File: src/design/dcsb_pkg.sv
// Constants, frame encodings and shared helpers for the daisy-chain stack/broadcast link.
// Assumes one clock domain; CRC is a plain MSB-first CRC-16 with a zero residue.
package dcsb_pkg;

    // ****************************************
    // Frame encodings
    // ****************************************
    localparam logic [2:0] REQ_SGL_RD = 3'h0;
    localparam logic [2:0] REQ_SGL_WR = 3'h1;
    localparam logic [2:0] REQ_STK_RD = 3'h2;
    localparam logic [2:0] REQ_STK_WR = 3'h3;
    localparam logic [2:0] REQ_BC_RD = 3'h4;
    localparam logic [2:0] REQ_BC_WR = 3'h5;
    localparam logic [2:0] READ_SIZE = 3'h0;
    localparam logic CMD_FRAME_BIT = 1'b1;
    localparam logic RSP_FRAME_BIT = 1'b0;
    localparam logic [3:0] CMD_FIXED_BYTES = 4'h5;
    localparam logic [8:0] RSP_FIXED_BYTES = 9'h007;
    localparam logic [15:0] CRC_POLY = 16'h8005;
    localparam logic [15:0] CRC_SEED = 16'hffff;

    // ****************************************
    // Host register map and status bits
    // ****************************************
    localparam logic [3:0] HREG_CMD = 4'h0;
    localparam logic [3:0] HREG_ADDR = 4'h1;
    localparam logic [3:0] HREG_DLO = 4'h2;
    localparam logic [3:0] HREG_DHI = 4'h3;
    localparam logic [3:0] HREG_STATUS = 4'h4;
    localparam logic [3:0] HREG_MASK = 4'h5;
    localparam logic [3:0] HREG_RX = 4'h6;
    localparam int ST_TX_DONE = 0;
    localparam int ST_RX_OK = 1;
    localparam int ST_RX_CRC = 2;
    localparam int ST_W = 3;

    // ****************************************
    // Helpers
    // ****************************************
    function automatic logic [15:0] crc_byte(input logic [15:0] c, input logic [7:0] b);
        logic [15:0] r;
        r = c ^ {b, 8'h00};
        for (int i = 0; i < 8; i++)
        begin
            r = r[15] ? ((r << 1) ^ CRC_POLY) : (r << 1);
        end
        return r;
    endfunction

    function automatic logic is_read(input logic [2:0] t);
        return (t == REQ_SGL_RD) || (t == REQ_STK_RD) || (t == REQ_BC_RD);
    endfunction

    // Whole command frame length, CRC included
    function automatic logic [3:0] cmd_len(input logic [7:0] init);
        logic [3:0] nd;
        nd = is_read(init[6:4]) ? 4'h1 : ({1'b0, init[2:0]} + 4'h1);
        return CMD_FIXED_BYTES + nd + {3'h0, init[6:5] == 2'h0};
    endfunction

    // Whole response frame length from its first byte
    function automatic logic [8:0] rsp_len(input logic [7:0] init);
        return {2'h0, init[6:0]} + RSP_FIXED_BYTES;
    endfunction

endpackage

File: src/design/dcsb_link_if.sv
// Byte link between the host controller and the nearest chain device.
// Assumes both ends run on the same clock; one byte per valid cycle.
`timescale 1ns/1ps
interface dcsb_link_if;
    logic cmd_valid;
    logic [7:0] cmd_byte;
    logic rsp_valid;
    logic [7:0] rsp_byte;

    modport host
    (
        output cmd_valid,
        output cmd_byte,
        input rsp_valid,
        input rsp_byte
    );

    modport dev
    (
        input cmd_valid,
        input cmd_byte,
        output rsp_valid,
        output rsp_byte
    );
endinterface

File: src/design/dcsb_device_end.sv
// Chain device end: decodes stack/broadcast commands, writes registers, builds and
// relays read responses. Assumes the register file answers reads in the same cycle.
//
// Local design decisions: the address map and the address-and-strobe port.
`timescale 1ns/1ps
module dcsb_device_end
    import dcsb_pkg::*;
(
    input wire logic clk,
    input wire logic sys_rst,
    dcsb_link_if.dev lnk,
    input wire logic [7:0] dev_addr,
    input wire logic stack_member_flag,
    input wire logic highest_chain_device,
    input wire logic up_valid,
    input wire logic [7:0] up_byte,
    output logic fwd_valid,
    output logic [7:0] fwd_byte,
    output logic reg_wr_en,
    output logic [15:0] reg_wr_addr,
    output logic [7:0] reg_wr_data,
    output logic [15:0] reg_rd_addr,
    input wire logic [7:0] reg_rd_data,
    output logic cmd_crc_fault,
    output logic rsp_crc_fault
);

    typedef enum logic [1:0] {R_IDLE, R_WAIT, R_SEND} dcsb_rsp_state_t;

    // ****************************************
    // Command parser
    // ****************************************
    logic [3:0] c_cnt_reg;
    logic [3:0] c_len_reg;
    logic [7:0] c_init_reg;
    logic [15:0] c_addr_reg;
    logic [15:0] c_crc_reg;
    logic [7:0] c_data_reg [0:7];

    wire [2:0] c_type = c_init_reg[6:4];
    wire c_single = (c_init_reg[6:5] == 2'h0);
    wire [3:0] c_pos = c_cnt_reg - {3'h0, c_single};
    wire [2:0] c_didx = 3'(c_pos - 4'h3);
    wire c_first = (c_cnt_reg == 4'h0);
    wire [15:0] c_crc_next = crc_byte(c_first ? CRC_SEED : c_crc_reg, lnk.cmd_byte);
    wire c_end = lnk.cmd_valid && !c_first && (c_cnt_reg == c_len_reg - 4'h1);
    wire c_good = c_end && (c_crc_next == 16'h0000);
    wire c_bad = c_end && (c_crc_next != 16'h0000);
    wire c_is_stk = (c_type == REQ_STK_RD) || (c_type == REQ_STK_WR);
    wire c_is_bc = (c_type == REQ_BC_RD) || (c_type == REQ_BC_WR);
    wire c_hit = c_is_bc || (c_is_stk && stack_member_flag);
    wire exec_wr = c_good && c_hit && !is_read(c_type);
    wire exec_rd = c_good && c_hit && is_read(c_type);

    always_ff @(posedge clk or posedge sys_rst)
    begin
        if (sys_rst)
        begin
            c_cnt_reg <= 4'h0;
            c_len_reg <= 4'h0;
            c_init_reg <= 8'h00;
            c_addr_reg <= 16'h0000;
            c_crc_reg <= 16'h0000;
            for (int i = 0; i < 8; i++)
            begin
                c_data_reg[i] <= 8'h00;
            end
        end
        else if (lnk.cmd_valid)
        begin
            c_crc_reg <= c_crc_next;
            if (c_first)
            begin
                c_init_reg <= lnk.cmd_byte;
                c_len_reg <= cmd_len(lnk.cmd_byte);
                c_cnt_reg <= 4'h1;
            end
            else
            begin
                c_cnt_reg <= c_end ? 4'h0 : c_cnt_reg + 4'h1;
                // Start address after the init byte and, in single frames, after the device-address byte
                if (c_pos == 4'h1)
                begin
                    c_addr_reg[15:8] <= lnk.cmd_byte;
                end
                if (c_pos == 4'h2)
                begin
                    c_addr_reg[7:0] <= lnk.cmd_byte;
                end
                if (c_pos >= 4'h3 && c_pos <= 4'ha)
                begin
                    c_data_reg[c_didx] <= lnk.cmd_byte;
                end
            end
        end
    end

    // ****************************************
    // Forward path toward the device above
    // ****************************************
    logic fwd_valid_reg;
    logic [7:0] fwd_byte_reg;

    always_ff @(posedge clk or posedge sys_rst)
    begin
        if (sys_rst)
        begin
            fwd_valid_reg <= 1'b0;
            fwd_byte_reg <= 8'h00;
        end
        else
        begin
            fwd_valid_reg <= lnk.cmd_valid;
            fwd_byte_reg <= lnk.cmd_byte;
        end
    end

    assign fwd_valid = fwd_valid_reg;
    assign fwd_byte = fwd_byte_reg;

    // ****************************************
    // Register write engine
    // ****************************************
    logic [3:0] w_left_reg;
    logic [2:0] w_idx_reg;
    logic wr_en_reg;
    logic [15:0] wr_addr_reg;
    logic [7:0] wr_data_reg;

    always_ff @(posedge clk or posedge sys_rst)
    begin
        if (sys_rst)
        begin
            w_left_reg <= 4'h0;
            w_idx_reg <= 3'h0;
            wr_en_reg <= 1'b0;
            wr_addr_reg <= 16'h0000;
            wr_data_reg <= 8'h00;
        end
        else
        begin
            if (exec_wr)
            begin
                w_left_reg <= {1'b0, c_init_reg[2:0]} + 4'h1;
                w_idx_reg <= 3'h0;
            end
            else if (w_left_reg != 4'h0)
            begin
                w_left_reg <= w_left_reg - 4'h1;
                w_idx_reg <= w_idx_reg + 3'h1;
            end
            wr_en_reg <= (w_left_reg != 4'h0);
            wr_addr_reg <= c_addr_reg + {13'h0, w_idx_reg};
            wr_data_reg <= c_data_reg[w_idx_reg];
        end
    end

    assign reg_wr_en = wr_en_reg;
    assign reg_wr_addr = wr_addr_reg;
    assign reg_wr_data = wr_data_reg;

    // ****************************************
    // Upstream response tracker
    // ****************************************
    logic [8:0] u_cnt_reg;
    logic [8:0] u_len_reg;
    logic [7:0] u_addr_reg;
    logic [15:0] u_crc_reg;

    wire u_first = (u_cnt_reg == 9'h000);
    wire [15:0] u_crc_next = crc_byte(u_first ? CRC_SEED : u_crc_reg, up_byte);
    wire u_end = up_valid && !u_first && (u_cnt_reg == u_len_reg - 9'h001);
    wire u_good = u_end && (u_crc_next == 16'h0000);
    wire u_bad = u_end && (u_crc_next != 16'h0000);
    wire u_from_above = (u_addr_reg == dev_addr + 8'h01);

    always_ff @(posedge clk or posedge sys_rst)
    begin
        if (sys_rst)
        begin
            u_cnt_reg <= 9'h000;
            u_len_reg <= 9'h000;
            u_addr_reg <= 8'h00;
            u_crc_reg <= 16'h0000;
        end
        else if (up_valid)
        begin
            u_crc_reg <= u_crc_next;
            u_cnt_reg <= u_end ? 9'h000 : u_cnt_reg + 9'h001;
            if (u_first)
            begin
                u_len_reg <= rsp_len(up_byte);
            end
            if (u_cnt_reg == 9'h001)
            begin
                u_addr_reg <= up_byte;
            end
        end
    end

    // ****************************************
    // Own response frame
    // ****************************************
    dcsb_rsp_state_t r_state_reg;
    logic [6:0] r_cnt_reg;
    logic [15:0] r_start_reg;
    logic [8:0] s_idx_reg;
    logic [15:0] s_crc_reg;
    logic [15:0] rd_addr_reg;
    logic rsp_valid_reg;
    logic [7:0] rsp_byte_reg;

    // Data occupies bytes 4 .. cnt+4, then two CRC bytes
    wire [8:0] s_crc_pos = {2'h0, r_cnt_reg} + 9'h005;
    wire s_data = (s_idx_reg >= 9'h004) && (s_idx_reg < s_crc_pos);
    wire s_last = (s_idx_reg == s_crc_pos + 9'h001);
    wire [7:0] s_byte =
        (s_idx_reg == 9'h000) ? {RSP_FRAME_BIT, r_cnt_reg} :
        (s_idx_reg == 9'h001) ? dev_addr :
        (s_idx_reg == 9'h002) ? r_start_reg[15:8] :
        (s_idx_reg == 9'h003) ? r_start_reg[7:0] :
        s_data ? reg_rd_data :
        (s_idx_reg == s_crc_pos) ? s_crc_reg[15:8] : s_crc_reg[7:0];
    wire s_go = (r_state_reg == R_SEND);

    always_ff @(posedge clk or posedge sys_rst)
    begin
        if (sys_rst)
        begin
            r_state_reg <= R_IDLE;
            r_cnt_reg <= 7'h00;
            r_start_reg <= 16'h0000;
            s_idx_reg <= 9'h000;
            s_crc_reg <= 16'h0000;
            rd_addr_reg <= 16'h0000;
        end
        else
        begin
            unique case (r_state_reg)
                R_IDLE:
                begin
                    if (exec_rd)
                    begin
                        r_cnt_reg <= c_data_reg[0][6:0];
                        r_start_reg <= c_addr_reg;
                        rd_addr_reg <= c_addr_reg;
                        s_idx_reg <= 9'h000;
                        s_crc_reg <= CRC_SEED;
                        // Top device opens the chain
                        r_state_reg <= highest_chain_device ? R_SEND : R_WAIT;
                    end
                end
                R_WAIT:
                begin
                    if (u_bad)
                    begin
                        r_state_reg <= R_IDLE;
                    end
                    else if (u_good && u_from_above)
                    begin
                        r_state_reg <= R_SEND;
                    end
                end
                R_SEND:
                begin
                    s_idx_reg <= s_idx_reg + 9'h001;
                    if (s_idx_reg < s_crc_pos)
                    begin
                        s_crc_reg <= crc_byte(s_crc_reg, s_byte);
                    end
                    if (s_data)
                    begin
                        rd_addr_reg <= rd_addr_reg + 16'h0001;
                    end
                    if (s_last)
                    begin
                        r_state_reg <= R_IDLE;
                    end
                end
            endcase
        end
    end

    // Relay upstream frames; own frame follows the frame from the device above and wins over any upstream byte
    always_ff @(posedge clk or posedge sys_rst)
    begin
        if (sys_rst)
        begin
            rsp_valid_reg <= 1'b0;
            rsp_byte_reg <= 8'h00;
        end
        else
        begin
            rsp_valid_reg <= s_go || up_valid;
            rsp_byte_reg <= s_go ? s_byte : up_byte;
        end
    end

    assign lnk.rsp_valid = rsp_valid_reg;
    assign lnk.rsp_byte = rsp_byte_reg;
    assign reg_rd_addr = rd_addr_reg;

    // ****************************************
    // Fault pulses
    // ****************************************
    logic cmd_fault_reg;
    logic rsp_fault_reg;

    always_ff @(posedge clk or posedge sys_rst)
    begin
        if (sys_rst)
        begin
            cmd_fault_reg <= 1'b0;
            rsp_fault_reg <= 1'b0;
        end
        else
        begin
            cmd_fault_reg <= c_bad;
            rsp_fault_reg <= u_bad;
        end
    end

    assign cmd_crc_fault = cmd_fault_reg;
    assign rsp_crc_fault = rsp_fault_reg;

endmodule

File: src/flat_wrapper.sv
// flat-port wrapper written by rule: the top's interface ports become plain ports
module dcsb_device_end_flat import dcsb_pkg::*;
  (clk, sys_rst, dev_addr, stack_member_flag, highest_chain_device, up_valid, up_byte, fwd_valid, fwd_byte, reg_wr_en, reg_wr_addr, reg_wr_data, reg_rd_addr, reg_rd_data, cmd_crc_fault, rsp_crc_fault, lnk_cmd_valid, lnk_cmd_byte, lnk_rsp_valid, lnk_rsp_byte);
  dcsb_link_if lnk_i ();
  input wire logic clk;
  input wire logic sys_rst;
  input wire logic [7:0] dev_addr;
  input wire logic stack_member_flag;
  input wire logic highest_chain_device;
  input wire logic up_valid;
  input wire logic [7:0] up_byte;
  output logic fwd_valid;
  output logic [7:0] fwd_byte;
  output logic reg_wr_en;
  output logic [15:0] reg_wr_addr;
  output logic [7:0] reg_wr_data;
  output logic [15:0] reg_rd_addr;
  input wire logic [7:0] reg_rd_data;
  output logic cmd_crc_fault;
  output logic rsp_crc_fault;
  input wire logic [$bits(lnk_i.cmd_valid)-1:0] lnk_cmd_valid;
  input wire logic [$bits(lnk_i.cmd_byte)-1:0] lnk_cmd_byte;
  output wire logic [$bits(lnk_i.rsp_valid)-1:0] lnk_rsp_valid;
  output wire logic [$bits(lnk_i.rsp_byte)-1:0] lnk_rsp_byte;
  assign lnk_i.cmd_valid = lnk_cmd_valid;
  assign lnk_i.cmd_byte = lnk_cmd_byte;
  assign lnk_rsp_valid = lnk_i.rsp_valid;
  assign lnk_rsp_byte = lnk_i.rsp_byte;
  dcsb_device_end u_core (.clk(clk), .sys_rst(sys_rst), .lnk(lnk_i), .dev_addr(dev_addr), .stack_member_flag(stack_member_flag), .highest_chain_device(highest_chain_device), .up_valid(up_valid), .up_byte(up_byte), .fwd_valid(fwd_valid), .fwd_byte(fwd_byte), .reg_wr_en(reg_wr_en), .reg_wr_addr(reg_wr_addr), .reg_wr_data(reg_wr_data), .reg_rd_addr(reg_rd_addr), .reg_rd_data(reg_rd_data), .cmd_crc_fault(cmd_crc_fault), .rsp_crc_fault(rsp_crc_fault));
endmodule
File: config.mk
export PLATFORM = sky130hd
export DESIGN_NAME = dcsb_device_end_flat
export DESIGN_NICKNAME = d
export VERILOG_FILES = /design/src/design/dcsb_pkg.sv /design/src/design/dcsb_link_if.sv /design/src/design/dcsb_device_end.sv /design/src/flat_wrapper.sv
export SDC_FILE = /design/constraint.sdc
export NUM_CORES = 1
export LEC_CHECK = 0
export BUFFER_PORTS_ARGS = -buffer_cell sky130_fd_sc_hd__clkbuf_2
export CAP_MARGIN = 30
export CORE_MARGIN = 2
export CORE_UTILIZATION = 55
export DETAILED_ROUTE_END_ITERATION = 8
export PLACE_DENSITY = 0.73
export SETUP_SLACK_MARGIN = 0.3
export SYNTH_ARGS = -nofsm -noshare
export SYNTH_HDL_FRONTEND = slang
export SYNTH_SLANG_ARGS = --single-unit
File: constraint.sdc
create_clock -name clk -period 23.5 [get_ports clk]
set_clock_uncertainty 0.2 [all_clocks]
set_input_delay 1.175 -clock clk [delete_from_list [all_inputs] [get_ports clk]]
set_output_delay 1.175 -clock clk [all_outputs]
set_load 0.01 [all_outputs]
==> flow_metrics.tcl <==
set metrics [dict create \
    outcome "finished, final reports clean" \
    seqPwrFrac 0.308 \
    critPathCaptureType "flop" \
    synth_edf_count 0 \
    instances_no_fill 1869 \
    min_path_cells 1 \
    rows 60 \
    h-tree-depth 1 \
    first_pass_iters 6 \
    port_buffers 98 \
    post-route-min-period_ns 6.26 \
    rsz0062_at_grt "false" \
    timing.rr.start "u_core.c_cnt_reg[1]" \
    core_um2 27000 \
    grt_pass1_wl_um 58100 \
    total_power_w 0.00275 \
    power.density_nw_per_um2 164 \
    ant_nets 0 \
    start_kind "flop" \
    cts_tree "done" \
    grt_max_degree 125 \
    synthToLayoutAreaGrowth_pct 10.9 \
    fin_crit_sh 0.266 \
    min_to "u_core.c_data_reg[13]" \
    critPathMaxFanout 40 \
    hold_violations 0 \
    yosys_warnings 0 \
    syn-instance-count 1451 \
    grt_use_total 0.254 \
    fillers 2174 \
    clkPwrFrac 0.171 \
    die_area_um2 28800 \
    num_vias 11200 \
    numCtsBuffers 29 \
    dp_cells 1815 \
    crit_type "flop to flop" \
    leakage_nw 7.42 \
    gp_congestion 0.867 \
    clock_latency_ns 0.55 \
    p_sw_frac 0.400 \
    avgViaCountPerCell 5.97 \
    slew_headroom 0.369 \
    r2r_slack_ns 17.24 \
    cts_hold_buffers 0 \
    p_int_w 0.00165 \
    comb_power_share 0.521 \
    largest_register_ffs 64 \
    post-cts-setup-buffers 0 \
    fin_setup_tns_ns 0 \
    cts_resized 0 \
    setup_viol 0 \
    antenna_found_initial 0 \
    wl_um 35800 \
    cts_root_buf "clkbuf_16" \
    drc_errors 0 \
    cts.sinks 269 \
    syn_area_um2 15100 \
    seq_area_frac_synth 0.445 \
    async_flop_share 1.00 \
    initial_utilization 0.561 \
    cp-startpoint "u_core.c_cnt_reg[1]" \
    drt-initial-drc-count 860 \
    drive_gt1_frac 0.221 \
    syn_nets 1534 \
    hp-start "u_core.c_data_reg[13]" \
    required_ns 23.70 \
    dp_hpwl_um 24700 \
    cap_violations 0 \
    critPathArrivalTime_ns 6.46 \
    die_h_um 170 \
    power.switching_w 0.00110 \
    tightest_slew_ns 0.939 \
    ios 99 \
    fmax_mhz 160 \
    die_w_um 170 \
    final-max-slew-violation-count 0 \
    num_antenna_cells 0 \
    hp-class "flop to flop" \
    r2r_cells 17 \
    clk_pin_slew_ns 0.06 \
    synth_seq_cells 269 \
    vdd_drop_max_uv 104 \
    fin_nets 1589 \
    syn_area_per_cell_um2 10.4 \
    grt_pass1_vias 11000 \
    clock_path_buffers 3 \
    wire_per_inst_um 19.2 \
    gr-total-overflow 0 \
    synth_flop_cell "dfrtp_1" \
    r2r_end "u_core.reg_rd_addr[3]" \
    yosysUniqueCellTypes 83 \
]
[stage by stage]
stage,cell area [µm²],util,hold WS [ns],setup WS (ns)
floorplan,15100,-,0.263,14.71
finish,16800,0.622,0.300,17.24
global route,16800,0.622,0.315,16.88
global placement,15700,0.584,0.281,17.06
CTS,16700,0.621,0.303,17.28
detailed placement,15700,0.584,0.290,16.91
[Yosys cell counts (all sizes together) (6+ instances only)]
master | n | area [µm²]
xnor2 | 105 | 920
inv | 47 | 176
or3 | 10 | 62.6
xor2 | 56 | 490
o21ai | 71 | 355
mux2 | 137 | 1540
o22a | 10 | 87.6
nor4 | 9 | 71.3
ha | 44 | 551
and3 | 13 | 86.3
nor3 | 25 | 130
nand2b | 10 | 62.6
nor3b | 6 | 56.3
a31oi | 12 | 75.1
mux4 | 16 | 360
mux2i | 12 | 124
nor2b | 8 | 50.1
and2 | 7 | 43.8
buf | 21 | 128
clkbuf | 61 | 229
nand2 | 117 | 439
a21oi | 100 | 500
dfrtp | 269 | 6730
nand3 | 40 | 205
xnor3 | 6 | 138
nand3b | 6 | 45.0
o211ai | 6 | 72.6
or2 | 6 | 37.5
a211oi | 8 | 60.1
nor2 | 112 | 420
nand4 | 19 | 119
o22ai | 16 | 100
[worst max-delay path by stage]
stage / endpoint / slack [ns] / depth (start not counted)
after global routing: u_core.reg_rd_addr[3] / 16.88 / 17
after global placement: u_core.reg_rd_addr[3] / 17.06 / 16
final: u_core.reg_rd_addr[3] / 17.24 / 17
after detailed placement: u_core.reg_rd_addr[3] / 16.91 / 16
after floorplan: u_core.c_addr_reg[0] / 14.71 / 1
after CTS: u_core.reg_rd_addr[3] / 17.28 / 17
[cell families after synthesis]
family,count (synthesis),synth area share
adder cells (fa/ha/maj),45,0.0377
flip-flops,269,0.445
AND/OR/NAND/NOR,402,0.130
AO/OA/AOI/OAI,274,0.116
multiplexers,165,0.134
XOR/XNOR,167,0.102
buffers and inverters,129,0.0353
[routing by layer]
layer  vias to the layer above  share of wire  global-route usage
li1                       5250              -                   -
met1                      5501           0.44               0.356
met2                       320           0.48               0.416
met3                        86          0.052              0.0317
met4                         0          0.031              0.0762
met5                         -              0                   0
[critical path: stages (launching register included)]
cell and delay, ns:
dfrtp_1 0.43, inv_1 0.13, ha_1 0.19, nor3b_4 0.76, o211ai_4 0.23, xnor3_2 0.47, xnor2_1 0.23, xnor2_1 0.12
ha_1 0.38, xor2_1 0.18, xnor2_1 0.21, xnor3_1 0.49, a2111oi_4 0.44, and4_4 0.60, o21a_1 0.68, nand3_1 0.16
o21ai_0 0.11, a21oi_1 0.08
[power by group through the flow]
stage          Sequential, W  Clock (W)  Combinational, W
2_1_floorplan       0.000790          0           0.00116
3_3_place_gp        0.000843          0           0.00138
3_5_place_dp        0.000849          0           0.00142
4_1_cts             0.000844   0.000480           0.00143
5_1_grt             0.000871   0.000500           0.00157
6_report            0.000847   0.000471           0.00143
[placed cells by master, fill, tap and decap left out, types with 11 or more instances in the layout]
cell and n:
dfrtp_1 269, mux2_2 137, nand2_1 117, nor2_1 112
xnor2_1 105, a21oi_1 100, clkbuf_2 98, o21ai_0 70
xor2_1 56, inv_1 46, ha_1 43, nand3_1 39
clkbuf_16 29, nor3_1 24, nand4_1 19, o22ai_1 16
mux4_2 16, and3_1 12, a31oi_1 12, mux2i_1 11
[final cells by class]
| type | instances | area, µm² | share of cell area |
|---|---|---|---|
| repair buffers | 106 | 571 | 0.0340 |
| inverters | 47 | 184 | 0.0110 |
| multi-input cells | 1053 | 7860 | 0.469 |
| well taps | 341 | 427 | 0.0255 |
| clock buffers | 38 | 800 | 0.0477 |
| clock inverters | 15 | 191 | 0.0114 |
| flip-flops and latches | 269 | 6730 | 0.402 |
Note: power is estimated with default switching activity, not from simulation.
